==> config.mk <==
export PLATFORM = sky130hd
export DESIGN_NAME = ecff_device_flat
export DESIGN_NICKNAME = d
export VERILOG_FILES = /design/src/ecff_pkg.sv /design/src/ecff_link_if.sv /design/src/ecff_device.sv /design/src/flat_wrapper.sv
export VERILOG_INCLUDE_DIRS = /design/src /design/src/src
export SDC_FILE = /design/constraint.sdc
export NUM_CORES = 1
export LEC_CHECK = 0
export BUFFER_PORTS_ARGS = -buffer_cell sky130_fd_sc_hd__buf_4
export CAP_MARGIN = 20
export CORE_MARGIN = 10
export CORE_UTILIZATION = 50
export CTS_BUF_LIST = sky130_fd_sc_hd__clkbuf_16
export CTS_CLUSTER_SIZE = 40
export DETAILED_ROUTE_END_ITERATION = 16
export PLACE_DENSITY_LB_ADDON = 0.15
export REMOVE_ABC_BUFFERS = 1
export SKIP_LAST_GASP = 1
export SLEW_MARGIN = 20
export SYNTH_ARGS = -nofsm -noshare
export SYNTH_HDL_FRONTEND = slang
export SYNTH_SLANG_ARGS = --single-unit
==> constraint.sdc <==
create_clock -name i_clk_sys -period 4.2 [get_ports i_clk_sys]
set_input_delay 0.84 -clock i_clk_sys [delete_from_list [all_inputs] [get_ports i_clk_sys]]
set_output_delay 0.84 -clock i_clk_sys [all_outputs]
set_load 0.02 [all_outputs]
==> src/ecff_map.svh <==
`ifndef ECFF_MAP_SVH
`define ECFF_MAP_SVH
// byte offsets in the configuration array
`define ECFF_OFS_CMDQ 8'h0F
`define ECFF_OFS_REMOVAL 8'h10
`define ECFF_OFS_PSA 8'h11
`define ECFF_OFS_MAX 8'h12
`define ECFF_OFS_PRE 8'h16
`define ECFF_OFS_FWRES 8'h1A
`define ECFF_OFS_OPC 8'h1D
`define ECFF_OFS_MODE 8'h1E
`define ECFF_OFS_BARRIER 8'h1F
`define ECFF_WIDE_BYTES 8'h04
// mode, operation and result codes
`define ECFF_MODE_NORMAL 8'h00
`define ECFF_MODE_UPDATE 8'h01
`define ECFF_MODE_VENDOR 8'h10
`define ECFF_OP_INSTALL 8'h01
`define ECFF_OP_ABORT 8'h02
`define ECFF_RES_OK 8'h00
`define ECFF_RES_GENERAL 8'h10
`define ECFF_RES_INSTALL 8'h11
`define ECFF_RES_DOWNLOAD 8'h12
`define ECFF_RM_THREE_PASS 2'h2
// bit positions
`define ECFF_EN_BIT 0
`define ECFF_PSA_CAP_MAN 0
`define ECFF_PSA_CAP_AUTO 1
`define ECFF_PSA_EN_BIT 4
`define ECFF_PSA_MODE_BIT 5
`define ECFF_RM_CFG_LSB 4
// reset and default values
`define ECFF_ZERO8 8'h00
`define ECFF_ZERO32 32'h0000_0000
`define ECFF_MAX_PRELOAD_DEF 32'h0001_0000
`define ECFF_PSA_CAPS_DEF 2'h3
`define ECFF_RM_CAPS_DEF 4'hF
`define ECFF_LFSR_SEED 8'h5A
// link clock half period in system clocks, less one (divider counts 0 to this value)
`define ECFF_LNK_HALF 5'h0C
// host register block
`define ECFF_AV_CMD 4'h0
`define ECFF_AV_STATUS 4'h4
`define ECFF_CMD_WDATA_LSB 0
`define ECFF_CMD_ADDR_LSB 8
`define ECFF_CMD_WR_BIT 16
`define ECFF_ST_BUSY 0
`define ECFF_ST_ERR 1
`define ECFF_ST_REFUSED 2
`define ECFF_ST_RDATA_LSB 8
`endif

==> src/ecff_pkg.sv <==
package ecff_pkg;
  typedef enum logic [1:0] {
    ECFF_PURGE_IDLE = 2'h0,
    ECFF_PURGE_CHAR = 2'h1,
    ECFF_PURGE_CPL = 2'h3,
    ECFF_PURGE_RAND = 2'h2
  } ecff_purge_type;
  typedef enum logic [1:0] {
    ECFF_HOST_IDLE = 2'h0,
    ECFF_HOST_LAUNCH = 2'h1,
    ECFF_HOST_WAIT = 2'h3,
    ECFF_HOST_DONE = 2'h2
  } ecff_host_type;
endpackage

==> src/ecff_link_if.sv <==
`timescale 1ns/1ps
`default_nettype none
interface ecff_link_if;
  logic lnk_clk;
  logic req;
  logic wr;
  logic [7:0] addr;
  logic [7:0] wdata;
  logic rsp_tog;
  logic [7:0] rsp_rdata;
  logic rsp_err;
  modport dev (input lnk_clk, input req, input wr, input addr, input wdata,
    output rsp_tog, output rsp_rdata, output rsp_err);
  modport host (output lnk_clk, output req, output wr, output addr,
    output wdata, input rsp_tog, input rsp_rdata, input rsp_err);
endinterface
`default_nettype wire

==> src/ecff_device.sv <==
// Behaviour
// - barrier enable bit writable, reads back
// - mode codes normal, update, vendor only
// - install or abort codes in update mode
// - update result codes reported in status
// - host programs preload sector count
// - oversize preload flags error, value kept
// - maximum preload fixed by vendor, read-only
// - replay partition frame counts one sector
// - manual and auto capability bits read-only
// - enabling unsupported awareness mode gives error
// - bit4 enables awareness, bit5 selects auto
// - mode bit ignored while disabled
// - awareness enable settable only once
// - supported removal methods read-only bits 3:0
// - removal method configured once, bits 5:4
// - method two: char, complement, random
// - command queue enable bit zero
// - host empties queue before disabling
// - queue off behaves as legacy device
`timescale 1ns/1ps
`default_nettype none
`include "ecff_map.svh"
module ecff_device #(
  parameter logic [31:0] MAX_PRELOAD = `ECFF_MAX_PRELOAD_DEF,
  parameter logic [1:0] PSA_CAPS = `ECFF_PSA_CAPS_DEF,
  parameter logic [3:0] RM_CAPS = `ECFF_RM_CAPS_DEF
) (
  input wire logic i_clk_sys,
  input wire logic i_rst_b,
  ecff_link_if.dev lnk,
  input wire logic [7:0] i_fw_result,
  input wire logic i_fw_result_vld,
  input wire logic i_purge_start,
  input wire logic [7:0] i_purge_char,
  output logic o_barrier_en,
  output logic o_cmdq_en,
  output logic o_upd_mode,
  output logic o_vendor_mode,
  output logic o_fw_install,
  output logic o_fw_abort,
  output logic o_psa_en,
  output logic o_psa_auto,
  output logic [1:0] o_removal_method,
  output logic o_purge_vld,
  output logic [7:0] o_purge_data,
  output logic o_switch_err
);
  logic [18:0] lnk_s1, lnk_s2;
  logic clk_d, s_clk, s_req, s_wr, rise, served, acc, do_wr, wr_ok;
  logic wr_err, psa_bad, psa_mode, psa_once, rm_once;
  logic [7:0] s_addr, s_wdata, rd_byte, pre_idx, max_idx;
  logic [7:0] mode_sel, op_code, fw_result, lfsr;
  logic [31:0] pre_new, preload;
  ecff_pkg::ecff_purge_type purge;
  // all link pins cross in two flops before use
  always_ff @(posedge i_clk_sys or negedge i_rst_b) begin
    if (!i_rst_b) begin
      lnk_s1 <= 19'h00000;
      lnk_s2 <= 19'h00000;
      clk_d <= 1'b0;
    end else begin
      lnk_s1 <= {lnk.lnk_clk, lnk.req, lnk.wr, lnk.addr, lnk.wdata};
      lnk_s2 <= lnk_s1;
      clk_d <= s_clk;
    end
  end
  assign {s_clk, s_req, s_wr, s_addr, s_wdata} = lnk_s2;
  assign rise = s_clk & ~clk_d;
  assign acc = rise & s_req & ~served;
  assign do_wr = acc & s_wr;
  assign wr_ok = do_wr & ~wr_err;
  assign pre_idx = s_addr - `ECFF_OFS_PRE;
  assign max_idx = s_addr - `ECFF_OFS_MAX;
  // one access per request, rearmed when request drops
  always_ff @(posedge i_clk_sys or negedge i_rst_b) begin
    if (!i_rst_b) begin
      served <= 1'b0;
    end else if (!s_req) begin
      served <= 1'b0;
    end else if (acc) begin
      served <= 1'b1;
    end
  end
  // read mux and switch error decode
  always_comb begin
    rd_byte = `ECFF_ZERO8;
    wr_err = 1'b0;
    pre_new = preload;
    pre_new[{pre_idx[1:0], 3'b000} +: 8] = s_wdata;
    psa_bad = s_wdata[`ECFF_PSA_EN_BIT] & (s_wdata[`ECFF_PSA_MODE_BIT] ?
      ~PSA_CAPS[`ECFF_PSA_CAP_AUTO] : ~PSA_CAPS[`ECFF_PSA_CAP_MAN]);
    if (pre_idx < `ECFF_WIDE_BYTES) begin
      rd_byte = preload[{pre_idx[1:0], 3'b000} +: 8];
      wr_err = pre_new > MAX_PRELOAD;
    end else if (max_idx < `ECFF_WIDE_BYTES) begin
      rd_byte = MAX_PRELOAD[{max_idx[1:0], 3'b000} +: 8];
      wr_err = 1'b1;
    end else begin
      case (s_addr)
        `ECFF_OFS_BARRIER: rd_byte[`ECFF_EN_BIT] = o_barrier_en;
        `ECFF_OFS_MODE: begin
          rd_byte = mode_sel;
          wr_err = (s_wdata != `ECFF_MODE_NORMAL)
            & (s_wdata != `ECFF_MODE_UPDATE)
            & (s_wdata != `ECFF_MODE_VENDOR);
        end
        `ECFF_OFS_OPC: begin
          rd_byte = op_code;
          wr_err = ~o_upd_mode | ((s_wdata != `ECFF_OP_INSTALL)
            & (s_wdata != `ECFF_OP_ABORT));
        end
        `ECFF_OFS_FWRES: begin
          rd_byte = fw_result;
          wr_err = 1'b1;
        end
        `ECFF_OFS_PSA: begin
          rd_byte[1:0] = PSA_CAPS;
          rd_byte[`ECFF_PSA_EN_BIT] = o_psa_en;
          rd_byte[`ECFF_PSA_MODE_BIT] = psa_mode;
          wr_err = psa_bad;
        end
        `ECFF_OFS_REMOVAL: begin
          rd_byte[3:0] = RM_CAPS;
          rd_byte[`ECFF_RM_CFG_LSB +: 2] = o_removal_method;
        end
        `ECFF_OFS_CMDQ: rd_byte[`ECFF_EN_BIT] = o_cmdq_en;
        default: wr_err = 1'b1;
      endcase
    end
  end
  // response toggles once per served request
  always_ff @(posedge i_clk_sys or negedge i_rst_b) begin
    if (!i_rst_b) begin
      lnk.rsp_tog <= 1'b0;
      lnk.rsp_rdata <= `ECFF_ZERO8;
      lnk.rsp_err <= 1'b0;
      o_switch_err <= 1'b0;
    end else begin
      o_switch_err <= do_wr & wr_err;
      if (acc) begin
        lnk.rsp_tog <= ~lnk.rsp_tog;
        lnk.rsp_rdata <= rd_byte;
        lnk.rsp_err <= s_wr & wr_err;
      end
    end
  end
  // barrier and command queue enables
  always_ff @(posedge i_clk_sys or negedge i_rst_b) begin
    if (!i_rst_b) begin
      o_barrier_en <= 1'b0;
      o_cmdq_en <= 1'b0;
    end else if (wr_ok && s_addr == `ECFF_OFS_BARRIER) begin
      o_barrier_en <= s_wdata[`ECFF_EN_BIT];
    end else if (wr_ok && s_addr == `ECFF_OFS_CMDQ) begin
      o_cmdq_en <= s_wdata[`ECFF_EN_BIT];
    end
  end
  // mode select and update operations
  always_ff @(posedge i_clk_sys or negedge i_rst_b) begin
    if (!i_rst_b) begin
      mode_sel <= `ECFF_MODE_NORMAL;
      o_upd_mode <= 1'b0;
      o_vendor_mode <= 1'b0;
      op_code <= `ECFF_ZERO8;
      o_fw_install <= 1'b0;
      o_fw_abort <= 1'b0;
    end else begin
      o_fw_install <= wr_ok & (s_addr == `ECFF_OFS_OPC)
        & (s_wdata == `ECFF_OP_INSTALL);
      o_fw_abort <= wr_ok & (s_addr == `ECFF_OFS_OPC)
        & (s_wdata == `ECFF_OP_ABORT);
      if (wr_ok && s_addr == `ECFF_OFS_MODE) begin
        mode_sel <= s_wdata;
        o_upd_mode <= s_wdata == `ECFF_MODE_UPDATE;
        o_vendor_mode <= s_wdata == `ECFF_MODE_VENDOR;
      end
      if (wr_ok && s_addr == `ECFF_OFS_OPC) begin
        op_code <= s_wdata;
      end
    end
  end
  // update result, undefined codes fold to general error
  always_ff @(posedge i_clk_sys or negedge i_rst_b) begin
    if (!i_rst_b) begin
      fw_result <= `ECFF_RES_OK;
    end else if (i_fw_result_vld) begin
      if (i_fw_result == `ECFF_RES_OK || i_fw_result == `ECFF_RES_INSTALL
        || i_fw_result == `ECFF_RES_DOWNLOAD) begin
        fw_result <= i_fw_result;
      end else begin
        fw_result <= `ECFF_RES_GENERAL;
      end
    end
  end
  // preload count, sectors or replay frames alike
  always_ff @(posedge i_clk_sys or negedge i_rst_b) begin
    if (!i_rst_b) begin
      preload <= `ECFF_ZERO32;
    end else if (wr_ok && pre_idx < `ECFF_WIDE_BYTES) begin
      preload <= pre_new;
    end
  end
  // awareness enable, set once, mode only while enabled
  always_ff @(posedge i_clk_sys or negedge i_rst_b) begin
    if (!i_rst_b) begin
      o_psa_en <= 1'b0;
      psa_mode <= 1'b0;
      psa_once <= 1'b0;
      o_psa_auto <= 1'b0;
    end else begin
      o_psa_auto <= o_psa_en & psa_mode;
      if (wr_ok && s_addr == `ECFF_OFS_PSA && !(s_wdata[`ECFF_PSA_EN_BIT]
        && !o_psa_en && psa_once)) begin
        o_psa_en <= s_wdata[`ECFF_PSA_EN_BIT];
        psa_mode <= s_wdata[`ECFF_PSA_MODE_BIT];
        psa_once <= psa_once | s_wdata[`ECFF_PSA_EN_BIT];
      end
    end
  end
  // removal method takes only the first write
  always_ff @(posedge i_clk_sys or negedge i_rst_b) begin
    if (!i_rst_b) begin
      o_removal_method <= 2'h0;
      rm_once <= 1'b0;
    end else if (wr_ok && s_addr == `ECFF_OFS_REMOVAL && !rm_once) begin
      o_removal_method <= s_wdata[`ECFF_RM_CFG_LSB +: 2];
      rm_once <= 1'b1;
    end
  end
  // random source for the last purge pass
  always_ff @(posedge i_clk_sys or negedge i_rst_b) begin
    if (!i_rst_b) begin
      lfsr <= `ECFF_LFSR_SEED;
    end else begin
      lfsr <= {lfsr[6:0], lfsr[7] ^ lfsr[5] ^ lfsr[4] ^ lfsr[3]};
    end
  end

  // three pass overwrite pattern sequence
  always_ff @(posedge i_clk_sys or negedge i_rst_b) begin
    if (!i_rst_b) begin
      purge <= ecff_pkg::ECFF_PURGE_IDLE;
      o_purge_vld <= 1'b0;
      o_purge_data <= `ECFF_ZERO8;
    end else begin
      unique case (purge)
        ecff_pkg::ECFF_PURGE_IDLE: begin
          if (i_purge_start && o_removal_method == `ECFF_RM_THREE_PASS) begin
            o_purge_vld <= 1'b1;
            o_purge_data <= i_purge_char;
            purge <= ecff_pkg::ECFF_PURGE_CHAR;
          end
        end
        ecff_pkg::ECFF_PURGE_CHAR: begin
          o_purge_data <= ~o_purge_data;
          purge <= ecff_pkg::ECFF_PURGE_CPL;
        end
        ecff_pkg::ECFF_PURGE_CPL: begin
          o_purge_data <= lfsr;
          purge <= ecff_pkg::ECFF_PURGE_RAND;
        end
        ecff_pkg::ECFF_PURGE_RAND: begin
          o_purge_vld <= 1'b0;
          purge <= ecff_pkg::ECFF_PURGE_IDLE;
        end
      endcase
    end
  end
endmodule
`default_nettype wire

==> src/flat_wrapper.sv <==
// flat-port wrapper written by rule: the top's interface ports become plain ports
module ecff_device_flat 
#(
  parameter logic [31:0] MAX_PRELOAD = `ECFF_MAX_PRELOAD_DEF,
  parameter logic [1:0] PSA_CAPS = `ECFF_PSA_CAPS_DEF,
  parameter logic [3:0] RM_CAPS = `ECFF_RM_CAPS_DEF
)
  (i_clk_sys, i_rst_b, i_fw_result, i_fw_result_vld, i_purge_start, i_purge_char, o_barrier_en, o_cmdq_en, o_upd_mode, o_vendor_mode, o_fw_install, o_fw_abort, o_psa_en, o_psa_auto, o_removal_method, o_purge_vld, o_purge_data, o_switch_err, lnk_lnk_clk, lnk_req, lnk_wr, lnk_addr, lnk_wdata, lnk_rsp_tog, lnk_rsp_rdata, lnk_rsp_err);
  ecff_link_if lnk_i ();
  input wire logic i_clk_sys;
  input wire logic i_rst_b;
  input wire logic [7:0] i_fw_result;
  input wire logic i_fw_result_vld;
  input wire logic i_purge_start;
  input wire logic [7:0] i_purge_char;
  output logic o_barrier_en;
  output logic o_cmdq_en;
  output logic o_upd_mode;
  output logic o_vendor_mode;
  output logic o_fw_install;
  output logic o_fw_abort;
  output logic o_psa_en;
  output logic o_psa_auto;
  output logic [1:0] o_removal_method;
  output logic o_purge_vld;
  output logic [7:0] o_purge_data;
  output logic o_switch_err;
  input wire logic [$bits(lnk_i.lnk_clk)-1:0] lnk_lnk_clk;
  input wire logic [$bits(lnk_i.req)-1:0] lnk_req;
  input wire logic [$bits(lnk_i.wr)-1:0] lnk_wr;
  input wire logic [$bits(lnk_i.addr)-1:0] lnk_addr;
  input wire logic [$bits(lnk_i.wdata)-1:0] lnk_wdata;
  output wire logic [$bits(lnk_i.rsp_tog)-1:0] lnk_rsp_tog;
  output wire logic [$bits(lnk_i.rsp_rdata)-1:0] lnk_rsp_rdata;
  output wire logic [$bits(lnk_i.rsp_err)-1:0] lnk_rsp_err;
  assign lnk_i.lnk_clk = lnk_lnk_clk;
  assign lnk_i.req = lnk_req;
  assign lnk_i.wr = lnk_wr;
  assign lnk_i.addr = lnk_addr;
  assign lnk_i.wdata = lnk_wdata;
  assign lnk_rsp_tog = lnk_i.rsp_tog;
  assign lnk_rsp_rdata = lnk_i.rsp_rdata;
  assign lnk_rsp_err = lnk_i.rsp_err;
  ecff_device #(.MAX_PRELOAD(MAX_PRELOAD), .PSA_CAPS(PSA_CAPS), .RM_CAPS(RM_CAPS)) u_core (.i_clk_sys(i_clk_sys), .i_rst_b(i_rst_b), .lnk(lnk_i), .i_fw_result(i_fw_result), .i_fw_result_vld(i_fw_result_vld), .i_purge_start(i_purge_start), .i_purge_char(i_purge_char), .o_barrier_en(o_barrier_en), .o_cmdq_en(o_cmdq_en), .o_upd_mode(o_upd_mode), .o_vendor_mode(o_vendor_mode), .o_fw_install(o_fw_install), .o_fw_abort(o_fw_abort), .o_psa_en(o_psa_en), .o_psa_auto(o_psa_auto), .o_removal_method(o_removal_method), .o_purge_vld(o_purge_vld), .o_purge_data(o_purge_data), .o_switch_err(o_switch_err));
endmodule
==> qor.yml, run 1 <==
status: "finished, final reports clean"
ys_warn_count: 0
grt_antenna_before_repair: 0
holdBufCountCts: 0
p_leak_nw: 3.44
skew_ps: 10.1
ff2ff_path_depth: 9
wire_per_inst_um: 19.3
core-area_mm2: 0.0115
final_cell_mix: "135 x dfrtp_1, 77 x buf_4, 33 x nor2b_1"
max_freq_mhz: 301
ant_nets: 0
cts_tree: "built"
place_congestion: 0.919
yosys_most_used_dff: "dfrtp_1"
wl_mm: 13.9
fin_util_pct: 62.9
timing.rr.start: "u_core.lnk_s2[10]"
crit_type: "register to register"
min_path_type: "register to register"
cp.required_ps: 4510
drc: 0
crit_family: "simple AND/OR/NAND/NOR gates"
cp-start-kind: "register"
maxSlewViolCount: 0
dp_hpwl_mm: 9.60
clk_latency_ps: 420
cts_root_buf: "clkbuf_16"
irDropWorstVdd_v: 0.000313
htreeDepth: 4
port_buffers: 68
syn_area_per_cell_um2: 12.0
netlist_area_mm2: 0.00595
r2r_end: "u_core.mode_sel[1]"
min_period_ps: 3320
numCtsBuffers: 17
final_hold_viol_count: 0
final_common_cell: "dfrtp_1"
area_growth_pct: 21.8
drive_above_1_share_pct: 22.5
p_per_area_mw_per_mm2: 451
arrival_ps: 3630
ys_ff_latch: 139
path_cells: "inv_1 -> ha_1 -> nor4b_1 -> o21ai_0 -> a211oi_1 -> nand3_1 -> o2bb2ai_4 -> and3_1 -> mux2_1"
die_h_um: 129
die_w_um: 129
nets: 613
worstSetupStartpoint: "u_core.lnk_s2[10]"
r2r_slack_ps: 880
worstSetupEndpoint: "u_core.mode_sel[1]"
ys_async_sr_fraction_pct: 100
finalCritPeriodShare_pct: 79.1
crit_cells: 9
setup-tns-final_ps: 0
cp_num_buf_inv: 1
ios: 69
synthCells: 496
cap_violations: 0
grt.total_usage_pct: 17.7
clockBufferDepth: 2
antenna_cells: 0
yosys.cell_types.count: 62
finalSetupViolCount: 0
viasPerCell: 5.88
placementRows: 39
grt_pass1_wl_mm: 23.2
whs_path_depth: 0
overflow: 0
grt_max_degree: 99
slowest_stage: "and3_1"
cts.sinks: 139
cts_setup_buffers: 0
dr.first_iter.drc_count: 391
vias: 4242
grt_pass1_vias: 4450
slowest_delay_ps: 500
dr.pass1.iters: 5
critPathMaxFanout: 10
worstMarginPinSlew_ps: 868
clkTransAtPathRegs_ps: 60
max_slew_margin_pct: 42.1
crit_path_end_kind: "register"
grt_setup_unrepaired: "no"
synth_edf_count: 0
start_util_pct: 51.6
cts_resized: 0
ys_seq_area_share_pct: 58.6
die_area_mm2: 0.0167
[power breakdown]
group / total [mW] / internal, mW / switching [mW]
clock: 1.60 / 1.05 / 0.556
combinational: 0.240 / 0.103 / 0.137
sequential: 1.42 / 1.39 / 0.0361
total: 3.27 / 2.54 / 0.729
[through the flow]
stage	area [µm²]	setup slack, ps	hold slack, ps	cells	power, mW
final	7240	879	345	722	3.27
after CTS	7240	890	348	722	3.30
after global placement	6600	1070	331	690	1.68
after floorplan	5830	455	331	469	1.55
after global routing	7240	605	349	722	3.38
after detailed placement	6600	953	335	690	1.69
[cell usage after synthesis (5+ instances only)]
| library cell | n | area [µm²] |
|---|---|---|
| nand4_1 | 12 | 75.1 |
| mux2_1 | 18 | 203 |
| nand3_1 | 5 | 25.0 |
| nor3_1 | 10 | 50.1 |
| nor4_1 | 6 | 37.5 |
| and3_1 | 6 | 37.5 |
| clkbuf_1 | 20 | 75.1 |
| a31oi_1 | 6 | 37.5 |
| o21ai_0 | 25 | 125 |
| dfrtp_1 | 135 | 3380 |
| and2_1 | 7 | 43.8 |
| a21o_1 | 5 | 37.5 |
| a21oi_1 | 19 | 95.1 |
| nand2_1 | 31 | 116 |
| mux2_2 | 6 | 67.6 |
| nor2b_1 | 33 | 206 |
| nor2_1 | 19 | 71.3 |
| ha_1 | 8 | 100 |
| a22o_1 | 9 | 78.8 |
| mux4_2 | 8 | 180 |
| inv_1 | 18 | 67.6 |
| a211oi_1 | 12 | 90.1 |
[cell families (layout without fill, tap and decap cells)]
kind of cell             after synthesis  in the layout  share of synthesized area (%)
multiplexers                          35             35                           8.08
adder cells (fa/ha/maj)                8              8                           1.68
XOR/XNOR                               6              6                          0.884
buffers and inverters                 46            129                           3.18
flip-flops                           139            139                           58.6
AO/OA/AOI/OAI                        104            104                           12.1
AND/OR/NAND/NOR                      158            158                           15.5
[flip-flops by register name (all words and copies together) (netlist names), 2 cells and up]
register / count
u_core.op_code: 8
u_core.lnk.rsp_rdata: 8
u_core.fw_result: 8
u_core.o_purge_data: 8
u_core.lnk_s1: 19
u_core.o_removal_method: 2
u_core.purge: 2
u_core.mode_sel: 8
u_core.lnk_s2: 19
u_core.lfsr: 8
u_core.preload: 32
[metal layers]
| metal | part of all wire (%) | wire length, µm | track usage (%) | up-vias |
|---|---|---|---|---|
| li1 | - | - | - | 1942 |
| met4 | 1.6 | 223 | 7.29 | 0 |
| met2 | 47 | 6560 | 26.9 | 159 |
| met1 | 45 | 6200 | 23.2 | 2120 |
| met5 | 0 | 0 | 0 | - |
| met3 | 6.7 | 937 | 5.63 | 21 |
[worst min-delay path by stage]
stage                      start                 to  slack [ps]
3_5_place_dp   u_core.lnk_s1[10]  u_core.lnk_s2[10]         330
5_1_grt         u_core.lnk_s1[9]   u_core.lnk_s2[9]         350
3_3_place_gp   u_core.lnk_s1[14]  u_core.lnk_s2[14]         330
6_report       u_core.lnk_s1[11]  u_core.lnk_s2[11]         340
2_1_floorplan   u_core.lnk_s1[0]   u_core.lnk_s2[0]         330
4_1_cts        u_core.lnk_s1[10]  u_core.lnk_s2[10]         350
[layout make-up]
cell class	instances	area, µm²
fill	905	4280
sequential	139	3480
multi-input combinational	311	2280
timing repair buffer	78	589
clock buffer	17	425
clock inverter	15	211
tap	143	179
inverter	19	71.3
No activity file was read; power rests on OpenSTA's default activity.
==> run 2, diff against run 1 <==
==> constraint.sdc (replaced) <==
create_clock -name i_clk_sys -period 2.9 [get_ports i_clk_sys]
set_input_delay 0.58 -clock i_clk_sys [delete_from_list [all_inputs] [get_ports i_clk_sys]]
set_output_delay 0.58 -clock i_clk_sys [all_outputs]
set_load 0.02 [all_outputs]
==> qor.yml, run 2 (same netlist as run 1, synthesis figures left out) <==
crit_path_end_kind: "register"
p_switching_mw: 1.04
use_met3_pct: 6.04
place_area_mm2: 0.00677
busiest_layer: "met2"
numCtsBuffers: 17
seqPwrFrac_pct: 43.5
min_path_type: "input pin to asynchronous set/reset pin"
nets: 636
path_cells: "inv_1 -> ha_1 -> nor4b_2 -> nand4_1 -> a211oi_2 -> buf_4 -> nor2_1 -> o2bb2ai_4 -> buf_4 -> nand4_1 -> mux2_2"
ff2ff_path_depth: 11
drive_above_1_share_pct: 26.6
slowest_stage: "ha_1"
dr.pass1.iters: 4
maxSlewViolCount: 0
p_int_mw: 3.68
antenna_cells: 0
wire_per_inst_um: 19.0
dp_hpwl_mm: 10.3
grt_max_degree: 68
finalSetupViolCount: 0
ios: 69
p_per_area_mw_per_mm2: 633
die_w_um: 129
grt_pass1_vias: 4533
cts_root_buf: "clkbuf_16"
final_hold_viol_count: 0
cts.sinks: 139
start_util_pct: 51.6
viasPerCell: 5.70
fin_util_pct: 64.8
grt_setup_unrepaired: "no"
skew_ps: 8.82
dr.first_iter.drc_count: 331
use_met1_pct: 23.0
max_slew_margin_pct: 57.7
cap_violations: 0
r2r_end: "u_core.psa_mode"
arrival_ps: 3000
largest_register: "u_core.preload"
grt_use_met2_pct: 26.9
p_leak_nw: 3.57
port_buffers: 68
slowest_delay_ps: 350
clockBufferDepth: 2
cts_tree: "built"
p_comb_share_pct: 8.0
overflow: 0
irDropWorstVdd_v: 0.000508
final_cell_mix: "135 x dfrtp_1, 98 x buf_4, 33 x nor2b_1"
crit_family: "simple AND/OR/NAND/NOR gates"
wl_mm: 14.1
core-area_mm2: 0.0115
grt.total_usage_pct: 18.2
clkTransAtPathRegs_ps: 60
max_freq_mhz: 371
die_h_um: 129
finalCritPeriodShare_pct: 93.0
fin_area_mm2: 0.00747
vias: 4249
status: "finished, final reports clean"
largestRegisters: "u_core.preload x32, u_core.lnk_s1 x19, u_core.lnk_s2 x19"
ant_nets: 0
clk_latency_ps: 420
crit_type: "register to register"
nFillCells: 892
grt_antenna_before_repair: 0
critPathMaxFanout: 10
worstMarginPinSlew_ps: 635
cp_num_buf_inv: 3
area_growth_pct: 25.6
place_congestion: 0.921
largest_register_ffs: 32
final_common_cell: "dfrtp_1"
htreeDepth: 4
die_area_mm2: 0.0167
p_clk_share_pct: 48.5
cp.required_ps: 3200
drc: 0
placementRows: 39
r2r_slack_ps: 200
cp-start-kind: "register"
power_switching_share_pct: 22.1
grt_pass1_wl_mm: 23.5
timing.rr.start: "u_core.lnk_s2[9]"
min_period_ps: 2700
==> run 2: stage by stage <==
step / setup slack (ps) / hold slack (ps) / instances / total power, mW / setup TNS [ps]
after CTS: 1.42 / 160 / 743 / 4.78 / 0
final: 203 / 132 / 745 / 4.73 / 0
after global routing: 27.5 / 181 / 745 / 4.91 / 0
after floorplan: -845 / 284 / 469 / 2.25 / -40270
after detailed placement: -69.9 / 335 / 711 / 2.47 / -960
after global placement: 65.7 / 332 / 711 / 2.46 / 0
==> run 2: how the worst max path moves through the flow <==
stage	startpoint	to	slack (ps)	depth (start not counted)
after floorplan	u_core.lnk_s2[9]	u_core.preload[0]	-850	9
after CTS	u_core.lnk_s2[9]	u_core.op_code[2]	1	10
after global placement	u_core.lnk_s2[0]	u_core.op_code[3]	70	7
after global routing	u_core.lnk_s2[9]	u_core.psa_mode	30	11
final	u_core.lnk_s2[9]	u_core.psa_mode	200	11
after detailed placement	u_core.lnk_s2[9]	u_core.op_code[6]	-70	9
==> run 2: worst register-to-register path: stages, from the launching register on <==
cell and delay (ps):
dfrtp_1 330, inv_1 70, ha_1 350, nor4b_2 260
nand4_1 160, a211oi_2 320, buf_4 220, nor2_1 100
o2bb2ai_4 170, buf_4 170, nand4_1 90, mux2_2 340
==> run 2: repair_timing <==
action | 4_1_cts | 5_1_grt
hold buffers | 0 | 0
gates cloned | 0 | 0
gates resized for setup | 2 | 11
pin swaps | 0 | 2
setup buffers | 0 | 2
setup endpoints to repair | 18 | 62
==> run 2: cell type report <==
type / count / area, µm² / share of cell area (%)
multi-input cells: 311 / 2310 / 31.0
clock inverters: 15 / 206 / 2.76
flip-flops and latches: 139 / 3480 / 46.6
inverters: 19 / 71.3 / 0.955
well taps: 143 / 179 / 2.40
clock buffers: 17 / 425 / 5.70
repair buffers: 101 / 787 / 10.5
==> run 2: power by group through the flow <==
stage               combinational, mW  sequential, mW  clock [mW]
floorplan                       0.105            2.14           0
global placement                0.376            2.08           0
detailed placement              0.383            2.09           0
CTS                             0.384            2.06        2.34
global route                    0.418            2.06        2.42
finish                          0.379            2.06        2.29
==> run 2: metal layers <==
layer / routed length [µm] / part of all wire, %
met1: 6090 / 43
met2: 6600 / 47
met3: 1020 / 7.2
met4: 415 / 2.9
met5: 0 / 0
